$ cat src/pkg/sirc_map.svh
`ifndef SIRC_MAP_SVH
`define SIRC_MAP_SVH
// bit cell length in coding-clock periods
`define SIRC_CELL_TICKS 16
// encoder counter values at which the transmit pulse opens and closes
`define SIRC_PULSE_ON 4'h7
`define SIRC_PULSE_OFF 4'ha
// decoder low hold: reload value gives sixteen coding-clock periods of low
`define SIRC_RX_LOW_LAST 4'hf
// counter width shared by encoder and decoder
`define SIRC_CNT_W 4
// default depth and width of the receive event buffer
`define SIRC_BUF_DEPTH 2
`define SIRC_BUF_W 1
`endif

$ cat src/pkg/sirc_pkg.sv
package sirc_pkg;
  // decoder state, one-hot
  typedef enum logic [1:0] {
    SIRC_DEC_IDLE = 2'b01,
    SIRC_DEC_LOW = 2'b10
  } sirc_dec_state_t;
endpackage

$ cat src/rtl/sirc_codec.sv
`timescale 1ns/1ps
`include "sirc_map.svh"
module sirc_codec #(
  parameter int BUF_DEPTH = `SIRC_BUF_DEPTH, // receive event buffer entries
  parameter int BUF_W = `SIRC_BUF_W // receive event payload width
) (
  input wire logic clk_i,
  input wire logic rst_i,
  input wire logic sixteen_times_baud_clock_i,
  input wire logic serial_tx_data_i,
  input wire logic optical_pulse_rx_in_i,
  output logic optical_pulse_tx_out_o,
  output logic serial_rx_data_o,
  output logic rx_edge_ready_o
);
  localparam int PTR_W = (BUF_DEPTH > 1) ? $clog2(BUF_DEPTH) : 1;
  localparam int CNT_W = $clog2(BUF_DEPTH + 1);

  // synchroniser stages, first stage read only by the second
  logic [1:0] cksync; // coding clock pin
  logic [1:0] txsync; // uart transmit pin
  logic [1:0] rxsync; // optical receive pin
  logic ck_prev; // last synced coding clock level
  logic rx_prev; // last synced receive level
  logic rise_tick; // coding clock rising edge, one cycle
  logic fall_tick; // coding clock falling edge, one cycle
  logic rx_edge; // falling edge seen on the receive line

  // encoder state
  logic [`SIRC_CNT_W-1:0] enc_cnt;
  logic tx_out;

  // decoder state
  sirc_pkg::sirc_dec_state_t dec_state;
  logic [`SIRC_CNT_W-1:0] dec_cnt;
  logic rx_out;

  // event buffer
  logic [BUF_W-1:0] buf_mem [BUF_DEPTH];
  logic [PTR_W-1:0] wr_ptr;
  logic [PTR_W-1:0] rd_ptr;
  logic [CNT_W-1:0] buf_cnt;
  logic buf_in_valid; // filling side valid
  logic buf_in_ready; // filling side ready
  logic buf_out_valid; // draining side valid
  logic buf_out_ready; // draining side ready
  logic [BUF_W-1:0] buf_out_data;
  logic push;
  logic pop;

  // two flops on every pin before any logic looks at it
  always_ff @(posedge clk_i or posedge rst_i) begin
    if (rst_i) begin
      cksync <= 2'h0;
      txsync <= 2'h3; // idle uart line is high
      rxsync <= 2'h3;
    end else begin
      cksync <= {cksync[0], sixteen_times_baud_clock_i};
      txsync <= {txsync[0], serial_tx_data_i};
      rxsync <= {rxsync[0], optical_pulse_rx_in_i};
    end
  end

  // edge history on the synced copies only
  always_ff @(posedge clk_i or posedge rst_i) begin
    if (rst_i) begin
      ck_prev <= 1'b0;
      rx_prev <= 1'b1;
    end else begin
      ck_prev <= cksync[1];
      rx_prev <= rxsync[1];
    end
  end

  // the coding clock is not a clock here: its edges become enables
  assign rise_tick = cksync[1] & ~ck_prev;
  assign fall_tick = ~cksync[1] & ck_prev;
  // falling edge only: a negative pulse is caught at its leading edge,
  // a positive one at its trailing edge, both land in the same cell
  assign rx_edge = rx_prev & ~rxsync[1];

  // encoder: counter on coding clock falling edges, no word framing kept
  always_ff @(posedge clk_i or posedge rst_i) begin
    if (rst_i) begin
      enc_cnt <= '0;
    end else if (fall_tick) begin
      if (txsync[1]) begin
        enc_cnt <= '0;
      end else begin
        // four-bit wrap keeps pulses on the bit cell grid
        enc_cnt <= enc_cnt + `SIRC_CNT_W'(1);
      end
    end
  end

  // encoder output: open at count seven, close at count ten
  always_ff @(posedge clk_i or posedge rst_i) begin
    if (rst_i) begin
      tx_out <= 1'b0;
    end else if (fall_tick) begin
      if (txsync[1]) begin
        tx_out <= 1'b0;
      end else if (enc_cnt + `SIRC_CNT_W'(1) == `SIRC_PULSE_ON) begin
        tx_out <= 1'b1;
      end else if (enc_cnt + `SIRC_CNT_W'(1) == `SIRC_PULSE_OFF) begin
        tx_out <= 1'b0;
      end
    end
  end

  assign optical_pulse_tx_out_o = tx_out;

  // event buffer: edges arrive at the fast clock, are used on rising ticks
  assign buf_in_valid = rx_edge;
  assign buf_in_ready = (buf_cnt != CNT_W'(BUF_DEPTH));
  assign buf_out_valid = (buf_cnt != '0);
  // the decoder only drains on a rising tick, so the buffer really stalls
  assign buf_out_ready = rise_tick;
  assign push = buf_in_valid & buf_in_ready;
  assign pop = buf_out_valid & buf_out_ready;
  assign buf_out_data = buf_mem[rd_ptr];
  assign rx_edge_ready_o = buf_in_ready;

  // storage, one flop set per entry
  for (genvar i = 0; i < BUF_DEPTH; i++) begin : g_entry
    always_ff @(posedge clk_i or posedge rst_i) begin
      if (rst_i) begin
        buf_mem[i] <= '0;
      end else if (push && wr_ptr == PTR_W'(i)) begin
        buf_mem[i] <= {BUF_W{1'b1}}; // marks a received zero
      end
    end
  end

  // pointers and fill level
  always_ff @(posedge clk_i or posedge rst_i) begin
    if (rst_i) begin
      wr_ptr <= '0;
      rd_ptr <= '0;
      buf_cnt <= '0;
    end else begin
      if (push) begin
        wr_ptr <= (wr_ptr == PTR_W'(BUF_DEPTH - 1)) ? '0 : wr_ptr + PTR_W'(1);
      end
      if (pop) begin
        rd_ptr <= (rd_ptr == PTR_W'(BUF_DEPTH - 1)) ? '0 : rd_ptr + PTR_W'(1);
      end
      if (push && !pop) begin
        buf_cnt <= buf_cnt + CNT_W'(1);
      end else if (pop && !push) begin
        buf_cnt <= buf_cnt - CNT_W'(1);
      end
    end
  end

  // decoder machine: every event starts a fresh sixteen-tick low
  always_ff @(posedge clk_i or posedge rst_i) begin
    if (rst_i) begin
      dec_state <= sirc_pkg::SIRC_DEC_IDLE;
      dec_cnt <= '0;
      rx_out <= 1'b1;
    end else if (pop && buf_out_data[0]) begin
      // an edge during a low restarts it; a late edge leaves a glitch
      dec_state <= sirc_pkg::SIRC_DEC_LOW;
      dec_cnt <= `SIRC_RX_LOW_LAST;
      rx_out <= 1'b0;
    end else if (rise_tick) begin
      case (dec_state)
        sirc_pkg::SIRC_DEC_LOW: begin
          if (dec_cnt == '0) begin
            dec_state <= sirc_pkg::SIRC_DEC_IDLE;
            rx_out <= 1'b1;
          end else begin
            dec_cnt <= dec_cnt - `SIRC_CNT_W'(1);
          end
        end
        default: begin
          rx_out <= 1'b1;
          dec_state <= sirc_pkg::SIRC_DEC_IDLE;
        end
      endcase
    end
  end

  assign serial_rx_data_o = rx_out;
endmodule

$ cat config.mk
export PLATFORM = sky130hd
export DESIGN_NAME = sirc_codec
export DESIGN_NICKNAME = d
export VERILOG_FILES = /design/src/pkg/sirc_pkg.sv /design/src/rtl/sirc_codec.sv
export VERILOG_INCLUDE_DIRS = /design/src /design/src/pkg
export SDC_FILE = /design/constraint.sdc
export NUM_CORES = 1
export LEC_CHECK = 0
export BUFFER_PORTS_ARGS = -buffer_cell sky130_fd_sc_hd__buf_2
export CAP_MARGIN = 25
export CORE_ASPECT_RATIO = 0.9
export CORE_MARGIN = 3
export CORE_UTILIZATION = 45
export DETAILED_ROUTE_END_ITERATION = 8
export PLACE_DENSITY = 0.64
export SLEW_MARGIN = 40
export SYNTH_ARGS = -nofsm -noshare
export SYNTH_HDL_FRONTEND = slang
export SYNTH_SLANG_ARGS = --single-unit
$ cat constraint.sdc
create_clock -name clk_i -period 2.55 [get_ports clk_i]
set_clock_uncertainty 0.05 [all_clocks]
set_input_delay 0.255 -clock clk_i [delete_from_list [all_inputs] [get_ports clk_i]]
set_output_delay 0.255 -clock clk_i [all_outputs]
set_load 0.05 [all_outputs]
; Word-level counts from Yosys, hierarchy flattened
; Index checks and enable logic that the tools add are counted.
[op_classes]
muxes = 23
magnitude_cmp = 1
n_eq_ne = 6
n_addsub = 6
reduce_logical = 16
bitwise_logic = 10
[ops]
columns = cell, count
row1 = 4-bit 2-to-1 mux, 5
row2 = 1-bit 2-to-1 mux, 12
row3 = 2-bit 2-to-1 mux, 6
row4 = 2-bit nonzero test, 4
row5 = 1-bit bitwise AND, 5
row6 = 1-bit logical AND, 5
row7 = "4-bit by 1-bit adder with 4-bit output, second input constant", 1
row8 = "4-bit by 3-bit equality test with 1-bit output, second input constant", 1
row9 = "4-bit equality test, second input constant", 1
row10 = 4-bit zero test, 1
row11 = "2-bit inequality test, second input constant", 2
row12 = 1-bit inverter, 4
row13 = 2-bit AND reduction, 2
row14 = "4-bit by 1-bit subtractor with 4-bit output, second input constant", 1
row15 = "3-bit inequality test, second input constant", 1
row16 = 3-bit AND reduction, 1
row17 = 3-bit nonzero test, 1
row18 = "1-bit adder, second input constant", 2
row19 = "2-bit by 1-bit adder with 2-bit output, second input constant", 1
row20 = "2-bit equality test, second input constant", 1
row21 = "2-bit >= comparator, second input constant", 1
row22 = 1-bit zero test, 2
row23 = 1-bit inverter with 2-bit output, 1
row24 = "2-bit by 1-bit subtractor with 2-bit output, second input constant", 1
[totals]
output_inout_bits = 3
regBits = 26
elab_cells = 77
inputBits = 5

; Longest topological paths before layout
[logic_depth]
word_depth = 7
depth_mapped = 7
depth_no_buf = 7

; Least setup slack after synthesis
; OpenSTA, ideal clock, no wires.
[synth_path]
kind = register to register
startpoint = register buf_cnt[0]
endpoint = register buf_cnt[1]
path_stages_with_launch = 7
n_path_buf = 0
setup_slack_ps = 731
setup_time_ps = 79
arrival_time_ps = 1690
required_time_ps = 2421
period_less_slack_ps = 1819
cell_sequence = dfrtp_1 nand2b_1 nand3b_1 inv_1 ha_1 nor2_1 xor2_1
[synth_via]
elab_chain_cells = 5
elab_cells_between_ends = 13
classes_between = add/sub: 2 / eq/ne: 1 / mux: 2 / bitwise: 2 / reduce/logical: 6
[synth_rtl]
columns = item, line_no
row1 = start: declaration, sirc_codec.sv:42  ; logic [CNT_W-1:0] buf_cnt;
row2 = start signal: assignment, sirc_codec.sv:149  ; buf_cnt <= buf_cnt + CNT_W'(1);
row3 = start signal: assignment, sirc_codec.sv:151  ; buf_cnt <= buf_cnt - CNT_W'(1);
row4 = 2-bit inequality test *, sirc_codec.sv:115  ; assign buf_in_ready = (buf_cnt != CNT_W'(BUF_DEPTH));
row5 = net rx_edge_ready_o, sirc_codec.sv:14  ; output logic rx_edge_ready_o
row6 = 1-bit bitwise AND *, sirc_codec.sv:119  ; assign push = buf_in_valid & buf_in_ready;
row7 = 1-bit zero test, sirc_codec.sv:150  ; end else if (pop && !push) begin
row8 = 1-bit logical AND, sirc_codec.sv:150
row9 = 2-bit nonzero test (no source line), -
; The timed path passes the listed nets; every way through them passes the cells marked *. The select of a mux whose other input is x is not followed.
; A chain may end at the register's enable or synchronous reset.

; Worst setup path after layout
[layout_path]
startpoint = register dec_cnt[0]
endpoint = register dec_state[1]
[layout_via]
elab_chain_cells = 3
[layout_rtl]
columns = item, line_no
row1 = start: declaration, sirc_codec.sv:35  ; logic [`SIRC_CNT_W-1:0] dec_cnt;
row2 = start signal: assignment, sirc_codec.sv:165  ; dec_cnt <= `SIRC_RX_LOW_LAST;
row3 = start signal: assignment, sirc_codec.sv:174  ; dec_cnt <= dec_cnt - `SIRC_CNT_W'(1);
row4 = 4-bit zero test, sirc_codec.sv:170  ; if (dec_cnt == '0) begin
row5 = 3-bit inequality test (no source line), -
row6 = 2-bit AND reduction (no source line), -
row7 = end signal: assignment, sirc_codec.sv:164  ; dec_state <= sirc_pkg::SIRC_DEC_LOW;
row8 = end signal: assignment, sirc_codec.sv:171  ; dec_state <= sirc_pkg::SIRC_DEC_IDLE;
row9 = end signal: assignment, sirc_codec.sv:179  ; dec_state <= sirc_pkg::SIRC_DEC_IDLE;
row10 = end: declaration, sirc_codec.sv:34  ; sirc_pkg::sirc_dec_state_t dec_state;
; No other way between the ends.

==> impl_metrics.py <==
metrics = {
    "placement": {
        "post-place-ws_ps": 893,
        "routabilityCongestion": 0.804,
        "hpwlAfterDp_um": 1220,
        "io_buffers": 7,
        "dp_cells": 125,
        "dpl_cell_area_um2": 1150,
    },
    "final_layout": {
        "area_growth_pct": 12.5,
        "nets": 117,
        "layoutNonFillerInstCount": 133,
        "antenna_cells": 0,
        "design_area_um2": 1220,
        "final_util": 0.548,
        "drive_gt1_frac": 0.179,
    },
    "critical_path": {
        "critPathRequiredTime_ps": 2700,
        "worstReg2RegStart": "dec_cnt[0]",
        "crit_path_end_kind": "register",
        "criticalPathCategory": "reg -> reg",
        "crit_fanout": 7,
        "start_kind": "register",
        "arrival_ps": 1830,
        "max_stage_delay_ps": 560,
        "crit_start": "dec_cnt[0]",
        "path_cells": "inv_1 > ha_1 > nor3b_1 > o31a_1 > o21ai_0",
        "crit_slowest_cell": "nor3b_1",
    },
    "clocking": {
        "root_buffer": "clkbuf_4",
        "clkTransAtPathRegs_ps": 120,
        "cts_sinks": 25,
        "cts_setup_buffers": 0,
        "clkLatencyLatePin_ps": 320,
        "cts_buffers": 3,
        "clockBufferDepth": 2,
        "cts_tree": "yes",
        "htree_levels": 1,
    },
    "synth": {
        "seq_area_frac_synth": 0.585,
        "syn_area_um2": 1080,
        "syn_nets": 101,
        "yosysWarnings": 0,
        "syn-instance-count": 91,
        "syn_avg_cell_area_um2": 11.9,
        "yosysUniqueCellTypes": 31,
        "ys.flop_type": "dfrtp_1",
        "synth_edf_count": 0,
        "synth_async_sr_flop_share": 1.00,
        "ys_ff_latch": 25,
    },
    "power_and_ir_drop": {
        "combinationalPowerShare": 0.299,
        "ir_drop_mv": 0.561,
        "power.total_mw": 1.07,
        "p_clk_frac": 0.162,
        "power_leakage_nw": 0.540,
        "powerDensity_nw_per_um2": 881,
        "switching_share": 0.358,
        "seqPwrFrac": 0.539,
        "intPower_mw": 0.689,
        "p_sw_mw": 0.384,
    },
    "floorplan": {
        "die-height_um": 52.5,
        "die-width_um": 57.7,
        "start_util": 0.487,
        "dieArea_um2": 3030,
        "coreArea_um2": 2220,
        "io_pins": 8,
        "std_cell_rows": 16,
    },
    "timing": {
        "period_needed_ps": 1680,
        "fin_ws_ps": 868,
        "fin_setup_tns_ps": 0,
        "hold_viol": 0,
        "max_freq_mhz": 595,
        "worst_slew_pin_slew_ps": 650,
        "rsz0062_at_grt": "false",
        "drv_slew": 0,
        "post-route-period-util": 0.659,
        "setup_viol": 0,
        "fin_hold_ws_ps": 314,
        "slew_headroom": 0.565,
    },
    "outcome": {
        "run_status": "finished clean",
    },
    "worst_hold_path": {
        "hold_class": "reg -> reg",
        "hp-start": "rxsync[0]",
    },
    "routing": {
        "drt_drc_violations_left": 0,
        "wl_per_cell_um": 13.2,
        "drtIter0Drc": 17,
        "avgViaCountPerCell": 5.18,
        "drtPass1Iterations": 4,
        "drtAntennaViolNets": 0,
        "drt-total-wl_um": 1760,
        "dr_total_vias": 689,
    },
    "global_routing": {
        "use_met1": 0.174,
        "antenna_found_initial": 0,
        "busiest_layer": "met2",
        "grt_overflow": 0,
        "gr-usage-met3": 0.0591,
        "met2_usage": 0.231,
        "grt_pass1_vias": 731,
        "grt_pass1_wl_um": 3190,
        "track_usage": 0.144,
        "grt_max_degree": 26,
    },
    "flow_run": {
        "drv_cap": 0,
    },
}
## layout make-up
type,instances,area [um2]
Fill cell,196,1000
Sequential cell,25,633
Multi-Input combinational cell,57,415
Timing Repair Buffer,11,75.1
Inverter,9,33.8
Tap cell,27,33.8
Clock buffer,4,26.3
## power groups by stage
stage               sequential, mW  clock (mW)  combinational, mW
floorplan                    0.609           0              0.214
global placement             0.579           0              0.307
detailed placement           0.583           0              0.319
CTS                          0.577       0.183              0.325
global route                 0.592       0.206              0.352
finish                       0.578       0.174              0.320
## worst paths after layout
check,slack [ps],cells past startpoint,endpoint
setup / recovery,870,5,dec_state[1]
hold / removal,310,0,rxsync[1]
setup reg to reg,870,5,dec_state[1]
hold reg to reg,310,0,rxsync[1]
max in group asynchronous,1650,3,rx_prev
min in group asynchronous,440,3,dec_cnt[1]
## placed cells by master, fill, tap and decap left out, types with 2 or more instances in the layout
| master | netlist | routed |
|---|---|---|
| xor2_1 | 3 | 3 |
| dfrtp_1 | 19 | 19 |
| dlygate4sd3_1 | 0 | 4 |
| nand2_1 | 2 | 2 |
| nor2_1 | 2 | 2 |
| buf_2 | 0 | 7 |
| ha_1 | 5 | 5 |
| nor2b_1 | 4 | 4 |
| clkbuf_4 | 0 | 3 |
| o21ai_0 | 6 | 6 |
| o31ai_1 | 2 | 2 |
| nand3_1 | 5 | 5 |
| xnor2_1 | 4 | 4 |
| inv_1 | 9 | 8 |
| nand2b_1 | 2 | 2 |
| dfstp_2 | 6 | 6 |
| a21o_1 | 2 | 2 |
| or3_1 | 4 | 4 |
## logic make-up after synthesis
logic type               after synthesis  synth area share
XOR/XNOR                               7            0.0566
AND/OR/NAND/NOR                       26             0.147
AO/OA/AOI/OAI                         18             0.112
flip-flops                            25             0.585
buffers and inverters                  9            0.0312
multiplexers                           1            0.0104
adder cells (fa/ha/maj)                5            0.0578
## cell usage after synthesis, types with 2 or more instances
cell	n	area, um2
ha_1	5	62.6
dfstp_2	6	158
nor2b_1	4	25.0
o31ai_1	2	15.0
nand2b_1	2	12.5
o21ai_0	6	30.0
inv_1	9	33.8
nand2_1	2	7.51
xnor2_1	4	35.0
a21o_1	2	15.0
nand3_1	5	25.0
or3_1	4	25.0
dfrtp_1	19	475
nor2_1	2	7.51
xor2_1	3	26.3
## layer usage
layer  part of all wire  wire length (um)
met5                  0                 0
met4             0.0085                15
met3              0.048                85
met2               0.46               807
met1               0.48               854
## state kept, by name (all words and copies together), names as in the netlist
register                flops
enc_cnt                     4
txsync                      2
dec_cnt                     4
buf_mem                     2
rd_ptr                      1
ck_prev                     1
cksync                      2
wr_ptr                      1
rxsync                      2
buf_cnt                     2
dec_state                   2
rx_prev                     1
optical_pulse_tx_out_o      1
## critical path: cells and delay by family (launching register included)
kind | cells | cell delay (ps)
buffers and inverters | 1 | 70
adder cells (fa/ha/maj) | 1 | 180
AND/OR/NAND/NOR | 1 | 560
AO/OA/AOI/OAI | 2 | 290
flip-flops | 1 | 420
## timing repair
item / CTS / global route
gates resized for setup: 0 / 0
hold buffers: 4 / 0
hold endpoints to repair: 22 / 0
(Power assumes the default switching activity.)
